## config.mk

```make
export PLATFORM = sky130hd
export DESIGN_NAME = ptic_top
export DESIGN_NICKNAME = d
export VERILOG_FILES = /design/src/ptic_pkg.sv /design/src/ptic_top.sv
export SDC_FILE = /design/constraint.sdc
export NUM_CORES = 1
export LEC_CHECK = 0
export CORE_MARGIN = 4
export CORE_UTILIZATION = 40
export CTS_BUF_LIST = sky130_fd_sc_hd__clkbuf_4
export DETAILED_ROUTE_END_ITERATION = 10
export DONT_BUFFER_PORTS = 1
export SYNTH_ARGS = -nofsm -noshare
export SYNTH_HDL_FRONTEND = slang
export SYNTH_SLANG_ARGS = --single-unit
```

## constraint.sdc

```tcl
create_clock -name clock_in -period 9.1 [get_ports clock_in]
set_input_delay 0.91 -clock clock_in [delete_from_list [all_inputs] [get_ports clock_in]]
set_output_delay 0.91 -clock clock_in [all_outputs]
set_load 0.03 [all_outputs]
```

## src/ptic_pkg.sv

```systemverilog
// Package with constants, modes, states and carrier structs for the pattern trigger block.
package ptic_pkg;
  localparam int unsigned CLK_HZ = 125_000_000;
  localparam int unsigned HEARTBEAT_MS = 250;
  localparam int unsigned HEARTBEAT_CYCLES = CLK_HZ / 1000 * HEARTBEAT_MS;
  localparam int unsigned PWM_BITS = 8;
  localparam int unsigned PAT_BITS = 6;
  localparam int unsigned EXPO_BITS = 16;
  localparam int unsigned NUM_CH = 3;
  localparam logic [1:0] CH_RED = 2'h0;
  localparam logic [1:0] CH_GREEN = 2'h1;
  localparam logic [1:0] CH_BLUE = 2'h2;
  localparam logic [PAT_BITS-1:0] PAT_FIRST = 6'h00;
  localparam logic [PAT_BITS-1:0] PAT_STEP_ONE = 6'h01;
  localparam logic [PAT_BITS-1:0] PAT_STEP_TWO = 6'h02;
  localparam logic [EXPO_BITS-1:0] EXPO_ZERO = 16'h0000;
  localparam logic [PWM_BITS-1:0] PWM_ZERO = 8'h00;

  typedef enum logic {
    PTIC_MODE_ADVANCE = 1'b0,
    PTIC_MODE_ALTERNATE = 1'b1
  } ptic_mode_e;

  typedef enum logic [1:0] {
    PTIC_ST_IDLE = 2'b00,
    PTIC_ST_EXPOSE = 2'b01,
    PTIC_ST_GAP = 2'b11
  } ptic_state_e;

  typedef struct packed {
    logic [PWM_BITS-1:0] red;
    logic [PWM_BITS-1:0] green;
    logic [PWM_BITS-1:0] blue;
  } ptic_duty_s;

  typedef struct packed {
    logic red;
    logic green;
    logic blue;
  } ptic_chan_s;
endpackage : ptic_pkg

```

## src/ptic_top.sv

```systemverilog
// Pattern trigger sequencing, exposure strobes and illumination control.
// Contract
// - Three colour channels, each with own enable and own current PWM output.
// - Each channel PWM duty cycle sets the external driver's LED current.
// - Heartbeat output toggles continuously while the system runs correctly.
// - Fault indicator output low during a fault, high otherwise.
// - Advance trigger steps to next pattern or alternates two patterns by mode.
// - Hold trigger pauses or resumes the sequence, or steps it by two, by mode.
// - Exposure strobe high exactly while a pattern is exposed, else low.
// - First frame flag high while the first pattern of the sequence shows.
`timescale 1ns/1ps
module ptic_top
  import ptic_pkg::*;
#(
  parameter int unsigned HEARTBEAT_HALF = HEARTBEAT_CYCLES,
  parameter int unsigned PAT_W = PAT_BITS,
  parameter int unsigned EXP_W = EXPO_BITS
) (
  input wire logic clock_in,
  input wire logic reset_in,
  input wire logic mode_alternate_in,
  input wire logic hold_steps_in,
  input wire logic [PAT_W-1:0] last_pattern_in,
  input wire logic [EXP_W-1:0] exposure_cycles_in,
  input wire ptic_duty_s duty_in,
  input wire ptic_chan_s channel_select_in,
  input wire logic fault_in,
  input wire logic advance_trigger_in,
  input wire logic hold_trigger_in,
  output logic red_channel_enable_out,
  output logic green_channel_enable_out,
  output logic blue_channel_enable_out,
  output logic red_current_pwm_out,
  output logic green_current_pwm_out,
  output logic blue_current_pwm_out,
  output logic heartbeat_out,
  output logic fault_led_out,
  output logic exposure_strobe_out,
  output logic first_frame_flag_out,
  output logic [PAT_W-1:0] pattern_index_out
);

  function automatic logic [PAT_W-1:0] wrap_add(input logic [PAT_W-1:0] idx,
                                                input logic [PAT_W-1:0] step,
                                                input logic [PAT_W-1:0] last);
    logic [PAT_W:0] sum;
    sum = {1'b0, idx} + {1'b0, step};
    if (sum > {1'b0, last}) begin
      wrap_add = PAT_W'(sum - {1'b0, last} - 1'b1);
    end else begin
      wrap_add = sum[PAT_W-1:0];
    end
  endfunction : wrap_add

  // Two flip-flop synchronisers; only stage two feeds the edge detectors.
  logic [1:0] adv_sync_q, adv_sync_d;
  logic [1:0] hold_sync_q, hold_sync_d;
  logic adv_prev_q, adv_prev_d;
  logic hold_prev_q, hold_prev_d;
  logic fault_s1_q, fault_s2_q;
  logic adv_edge, hold_edge;

  always_comb begin
    adv_sync_d = {adv_sync_q[0], advance_trigger_in};
    hold_sync_d = {hold_sync_q[0], hold_trigger_in};
    adv_prev_d = adv_sync_q[1];
    hold_prev_d = hold_sync_q[1];
    adv_edge = adv_sync_q[1] & ~adv_prev_q;
    hold_edge = hold_sync_q[1] & ~hold_prev_q;
  end

  always_ff @(posedge clock_in) begin
    if (reset_in) begin
      adv_sync_q <= 2'b00;
      hold_sync_q <= 2'b00;
      adv_prev_q <= 1'b0;
      hold_prev_q <= 1'b0;
      fault_s1_q <= 1'b0;
      fault_s2_q <= 1'b0;
    end else begin
      adv_sync_q <= adv_sync_d;
      hold_sync_q <= hold_sync_d;
      adv_prev_q <= adv_prev_d;
      hold_prev_q <= hold_prev_d;
      fault_s1_q <= fault_in;
      fault_s2_q <= fault_s1_q;
    end
  end

  // Sequencer: each accepted trigger with non-zero exposure_cycles_in starts one exposure of the new pattern.
  ptic_state_e state_q, state_d;
  logic [PAT_W-1:0] pat_q, pat_d;
  logic [EXP_W-1:0] cnt_q, cnt_d;
  logic paused_q, paused_d;
  logic strobe_q, strobe_d;
  logic first_q, first_d;
  logic start;

  always_comb begin
    state_d = state_q;
    pat_d = pat_q;
    cnt_d = cnt_q;
    paused_d = paused_q;
    start = 1'b0;
    if (hold_edge && !hold_steps_in) begin
      paused_d = ~paused_q;
    end
    // An advance in the cycle of a double step is folded into it, so neither is lost.
    if (hold_edge && hold_steps_in && !paused_q) begin
      pat_d = wrap_add(pat_q,
                       adv_edge ? PAT_W'(PAT_STEP_TWO + PAT_STEP_ONE) : PAT_W'(PAT_STEP_TWO),
                       last_pattern_in);
      start = 1'b1;
    end else if (adv_edge && !paused_q) begin
      if (mode_alternate_in == PTIC_MODE_ALTERNATE) begin
        pat_d = (pat_q == PAT_FIRST) ? PAT_STEP_ONE : PAT_FIRST;
      end else begin
        pat_d = wrap_add(pat_q, PAT_STEP_ONE, last_pattern_in);
      end
      start = 1'b1;
    end
    case (state_q)
      PTIC_ST_IDLE, PTIC_ST_GAP: begin
        state_d = PTIC_ST_IDLE;
        if (start && exposure_cycles_in != EXPO_ZERO) begin
          state_d = PTIC_ST_EXPOSE;
          cnt_d = exposure_cycles_in;
        end
      end
      PTIC_ST_EXPOSE: begin
        if (start && exposure_cycles_in != EXPO_ZERO) begin
          cnt_d = exposure_cycles_in;
        end else if (cnt_q == EXPO_ZERO + 1'b1) begin
          state_d = PTIC_ST_GAP;
          cnt_d = EXPO_ZERO;
        end else begin
          cnt_d = cnt_q - 1'b1;
        end
      end
      default: begin
        state_d = PTIC_ST_IDLE;
        cnt_d = EXPO_ZERO;
      end
    endcase
    strobe_d = (state_d == PTIC_ST_EXPOSE);
    first_d = (pat_d == PAT_FIRST);
  end

  always_ff @(posedge clock_in) begin
    if (reset_in) begin
      state_q <= PTIC_ST_IDLE;
      pat_q <= PAT_FIRST;
      cnt_q <= EXPO_ZERO;
      paused_q <= 1'b0;
      strobe_q <= 1'b0;
      first_q <= 1'b1;
    end else begin
      state_q <= state_d;
      pat_q <= pat_d;
      cnt_q <= cnt_d;
      paused_q <= paused_d;
      strobe_q <= strobe_d;
      first_q <= first_d;
    end
  end

  // Illumination: one shared free-running PWM counter keeps channels phase aligned.
  logic [PWM_BITS-1:0] pwm_cnt_q, pwm_cnt_d;
  ptic_chan_s pwm_q, pwm_d, en_q, en_d;
  logic [31:0] hb_cnt_q, hb_cnt_d;
  logic hb_q, hb_d, fled_q, fled_d;

  always_comb begin
    pwm_cnt_d = pwm_cnt_q + 1'b1;
    pwm_d.red = (pwm_cnt_q < duty_in.red);
    pwm_d.green = (pwm_cnt_q < duty_in.green);
    pwm_d.blue = (pwm_cnt_q < duty_in.blue);
    en_d = fault_s2_q ? '0 : channel_select_in;
    hb_cnt_d = hb_cnt_q + 1'b1;
    hb_d = hb_q;
    // The heartbeat freezes during a fault, so a stopped blink also signals trouble.
    if (fault_s2_q) begin
      hb_cnt_d = hb_cnt_q;
    end else if (hb_cnt_q >= HEARTBEAT_HALF - 1) begin
      hb_cnt_d = '0;
      hb_d = ~hb_q;
    end
    fled_d = ~fault_s2_q;
  end

  always_ff @(posedge clock_in) begin
    if (reset_in) begin
      pwm_cnt_q <= PWM_ZERO;
      pwm_q <= '0;
      en_q <= '0;
      hb_cnt_q <= '0;
      hb_q <= 1'b0;
      fled_q <= 1'b1;
    end else begin
      pwm_cnt_q <= pwm_cnt_d;
      pwm_q <= pwm_d;
      en_q <= en_d;
      hb_cnt_q <= hb_cnt_d;
      hb_q <= hb_d;
      fled_q <= fled_d;
    end
  end

  always_comb begin
    red_channel_enable_out = en_q.red;
    green_channel_enable_out = en_q.green;
    blue_channel_enable_out = en_q.blue;
    red_current_pwm_out = pwm_q.red;
    green_current_pwm_out = pwm_q.green;
    blue_current_pwm_out = pwm_q.blue;
    heartbeat_out = hb_q;
    fault_led_out = fled_q;
    exposure_strobe_out = strobe_q;
    first_frame_flag_out = first_q;
    pattern_index_out = pat_q;
  end

  a_fault_led_low: assert property (@(posedge clock_in) disable iff (reset_in)
    fault_s2_q |=> !fault_led_out) else $error("fault led not off during fault");
  a_fault_chan_off: assert property (@(posedge clock_in) disable iff (reset_in)
    fault_s2_q |=> !(red_channel_enable_out | green_channel_enable_out | blue_channel_enable_out))
    else $error("channel enabled during fault");
  a_pwm_zero_duty: assert property (@(posedge clock_in) disable iff (reset_in)
    (duty_in.red == PWM_ZERO) |=> !red_current_pwm_out) else $error("red pwm high at zero duty");
  a_edge_once: assert property (@(posedge clock_in) disable iff (reset_in)
    adv_edge |=> !adv_edge) else $error("advance edge seen twice");
  a_advance_step: assert property (@(posedge clock_in) disable iff (reset_in)
    (adv_edge && !hold_edge && !paused_q && !mode_alternate_in && pat_q < last_pattern_in)
    |=> pattern_index_out == $past(pat_q) + 1'b1) else $error("advance did not step by one");
  a_pause_freeze: assert property (@(posedge clock_in) disable iff (reset_in)
    (paused_q && !hold_edge) |=> $stable(pat_q)) else $error("pattern moved while paused");
  a_strobe_len: assert property (@(posedge clock_in) disable iff (reset_in)
    (start && exposure_cycles_in == 16'h0002 && state_q != PTIC_ST_EXPOSE) ##1 !start [*2]
    |-> ($past(exposure_strobe_out) && exposure_strobe_out) ##1 !exposure_strobe_out)
    else $error("strobe width wrong");
  a_first_flag: assert property (@(posedge clock_in) disable iff (reset_in)
    first_frame_flag_out == (pattern_index_out == PAT_FIRST)) else $error("first flag mismatch");
  a_heartbeat_runs: assert property (@(posedge clock_in) disable iff (reset_in)
    (!fault_s2_q && hb_cnt_q >= HEARTBEAT_HALF - 1) |=> heartbeat_out != $past(heartbeat_out))
    else $error("heartbeat did not toggle");

endmodule : ptic_top

```

==> results.md <==
- Combinational family with the most area after synthesis: simple AND/OR/NAND/NOR gates
- Pwr Total: around 720 µW
- DRT Pass-1 Iters: 4
- Simple-Gate Fraction of Synth Area: roughly a quarter
- CTS clk-pin slew, worst paths: about 0.13 ns
- Largest buffer count on any clock path: 2
- H-tree levels: 3
- Post-CTS sizing: 0
- Slowest library cell on the worst path: dfxtp_1
- Layout cell share with drive strength beyond 1: ~6.7%
- Pleak: approximately 0.0025 µW
- CTS root buffer: clkbuf_4
- CP Data Required Time: about 9.4 ns
- Antenna violations before repair: 5
- Crit-path max FO: 11
- Detailed Route WL: roughly 12 mm
- Reg area: 1660 µm²
- Final ANT Viol Nets: 0
- WL/cell: 15.1 µm
- Final core occ: around 43%
- IO Count: a little over 70
- Critical path class: reg2reg
- Post-synthesis xor/xnor area fraction: 11.2%
- Area of the multi-input gates: 3290 µm²
- Number of synthesized flops with an enable pin: 0
- Die Height: around 120 µm
- Chip Width: 122 µm
- Post-synthesis sequential area ratio: roughly a third
- Largest cells by area after synthesis: dfxtp_1 32%, ha_1 11%, xnor2_1 6.4%
- Via count: ~4200
- Fin nets: 713
- Post-synthesis mux area share: under 10%
- PwrDens: between 100 and 150 nW/µm²
- Worst hold path class: reg2reg
- Gr usage total: between 10% and 20%
- GPL Wtd Cong: between 0.8 and 0.9
- Ys async rst share: 0%
- CTS buffer count: 9
- Fin Setup TNS: 0 ns
- Initial DRC count: roughly 210
- Post-DR vias/cell: ~5.4
- Core area: about 13000 µm²
- Maximum VDD drop: 0.0000624 V
- Max Clock Freq: around 280 MHz
- Count of final hold-check violations: 0
- Vias in the first global route: 4200
- Skew-Pair Late Insertion Delay: 0.42 ns
- CTS tree: done
- PortBufs: 0
- Syn_area_per_cell: around 8.5 µm²
- Starting density of the core: between 40 and 50%
- Slew Limit Fails: 0
- First-pass GRT wire length: 19.8 mm
- Total grt overflow: 0
- Syn Inst Count: ~600
- P&R area growth vs syn: 4.30%
- Yosys top cell area share: a little under a third
- Ys Warns: 0
- Outcome: completed
- Max Cap Viol: 0
- Crit-path cells: and3_1, nand3_1, xnor2_1, ha_1, nand4_1, a21oi_1, nor3_2, o21ai_2, mux2i_1, o22ai_1, a221o_1, o41ai_2
- Detailed Place HPWL: 9.07 mm
- Clock skew: 0.0223 ns
- Min Tclk post-route: 3.57 ns
- Adder-cell share of the synthesized area: between 10 and 15%
- Leading area contributor after synthesis: dfxtp_1
- Post-synthesis cell area: around 5200 µm²
- Die area: between 10000 and 15000 µm²
- Worst hold margin: 0.439 ns
- #FFs+latches synth: 83
- Netlist cell types: 64
- Main synth FF type: dfxtp_1
- CP endpoint kind: flip-flop
- Crit path DAT: 3.91 ns
- Endpoints failing setup: 0
- Largest net degree at the start of global routing: 47
- Pin slew with the least headroom to its limit: approximately 1.2 ns
- Rows: 41
- Unrepaired setup endpoints after global routing: no
- Fillers: 1330
- Hold buffers post-CTS: 0
- Crit share post-route: between 30% and 40%
- CTS Sinks: 83
- Slew HR: 19.8%
- DRC: 0
- Post-CTS setup buffer count: 0
- Critical path's largest stage delay: roughly 0.8 ns
- Startpoint Class: flip-flop
- Post-synthesis compound-gate area fraction: roughly 15%
- Syn_nets: ~720
-- cells by family (layout without fill, tap and decap cells) --
kind of cell / after synthesis / count (layout)
multiplexers: 8 / 8
flip-flops: 83 / 83
AND/OR/NAND/NOR: 235 / 235
other: 0 / 4
AO/OA/AOI/OAI: 112 / 112
XOR/XNOR: 67 / 67
buffers and inverters: 64 / 63
adder cells (fa/ha/maj): 47 / 47
-- layout make-up --
type,count,share of cell area (%)
well taps,172,3.94
clock inverters,6,0.595
flip-flops and latches,83,30.4
multi-input cells,469,60.2
clock buffers,10,1.37
diodes,4,0.183
repair buffers,1,0.137
inverters,46,3.16
-- power by group --
group | internal, µW | switching (µW)
registers | 377 | 21.4
clock network | 57.1 | 120
logic | 63.6 | 78.0
total | 497 | 219
-- metal layers --
metal  up-vias  GRT usage (%)  part of all wire [%]
li1       2122              -                     -
met1      1964           20.6                    45
met2       135           26.2                    46
met3        23           4.75                   6.4
met4         4           6.23                   2.1
met5         -              0                  0.18
-- worst max-delay path: cells and delay by family, from the launching register on --
kind,cells,cell delay [ns]
simple gates,4,0.65
flops,1,0.79
fa+ha+maj,1,0.35
xor+xnor,1,0.20
mux,1,0.26
compound gates,5,1.23
-- layout by cell type (no fill, tap or decap), types with 6 or more instances in the layout --
master    count
nor2_1       85
dfxtp_1      83
inv_1        46
ha_1         45
xnor2_1      38
nand2_1      35
xor2_1       29
nand3_1      29
a21o_1       23
o21ai_0      21
a21oi_1      20
a22oi_1      15
nor2b_1      11
and3_1       10
clkbuf_4     10
nand2b_1      9
nor4_1        8
nor3_1        7
nand3b_1      6
-- metrics by stage --
stage,setup WS (ns),cell area (µm²),instances
detailed placement,5.63,5350,771
CTS,5.59,5450,787
global route,5.36,5460,790
floorplan,6.01,5240,616
global placement,5.79,5350,771
finish,5.53,5460,791
-- state kept, by name, summed over array words and instances (netlist names), 2 cells and up --
register / count
hold_sync_q: 2
cnt_q: 16
state_q: 2
hb_cnt_q: 32
adv_sync_q: 2
pwm_cnt_q: 8
pattern_index_out: 6
-- final timing paths --
| path | slack [ns] | to | startpoint | cells after the start |
|---|---|---|---|---|
| worst min register to register | 0.44 | fault_s2_q | fault_s1_q | 1 |
| worst max register to register | 5.53 | first_frame_flag_out | pattern_index_out[2] | 12 |
| worst min-delay path | 0.44 | fault_s2_q | fault_s1_q | 1 |
| worst max-delay path | 5.53 | first_frame_flag_out | pattern_index_out[2] | 12 |
-- synthesized netlist by cell type (3+ instances only) --
| cell | instances |
|---|---|
| nand3b_1 | 6 |
| nand2_1 | 35 |
| a211oi_1 | 4 |
| nand2b_1 | 9 |
| inv_1 | 46 |
| buf_6 | 5 |
| and3_1 | 10 |
| xor2_1 | 29 |
| and2_1 | 5 |
| o22ai_1 | 4 |
| buf_1 | 3 |
| a21o_1 | 23 |
| mux2i_1 | 5 |
| nor3_1 | 7 |
| nor2b_1 | 11 |
| o211ai_1 | 4 |
| buf_2 | 5 |
| nand4_1 | 5 |
| nor4_1 | 8 |
| or3_1 | 4 |
| a21oi_1 | 20 |
| clkbuf_1 | 4 |
| nor4_2 | 3 |
| nor2_1 | 85 |
| mux2_2 | 3 |
| ha_1 | 45 |
| a22oi_1 | 15 |
| nand3_1 | 29 |
| dfxtp_1 | 83 |
| o21ai_0 | 21 |
| xnor2_1 | 38 |
No activity file was read; power rests on OpenSTA's default activity.
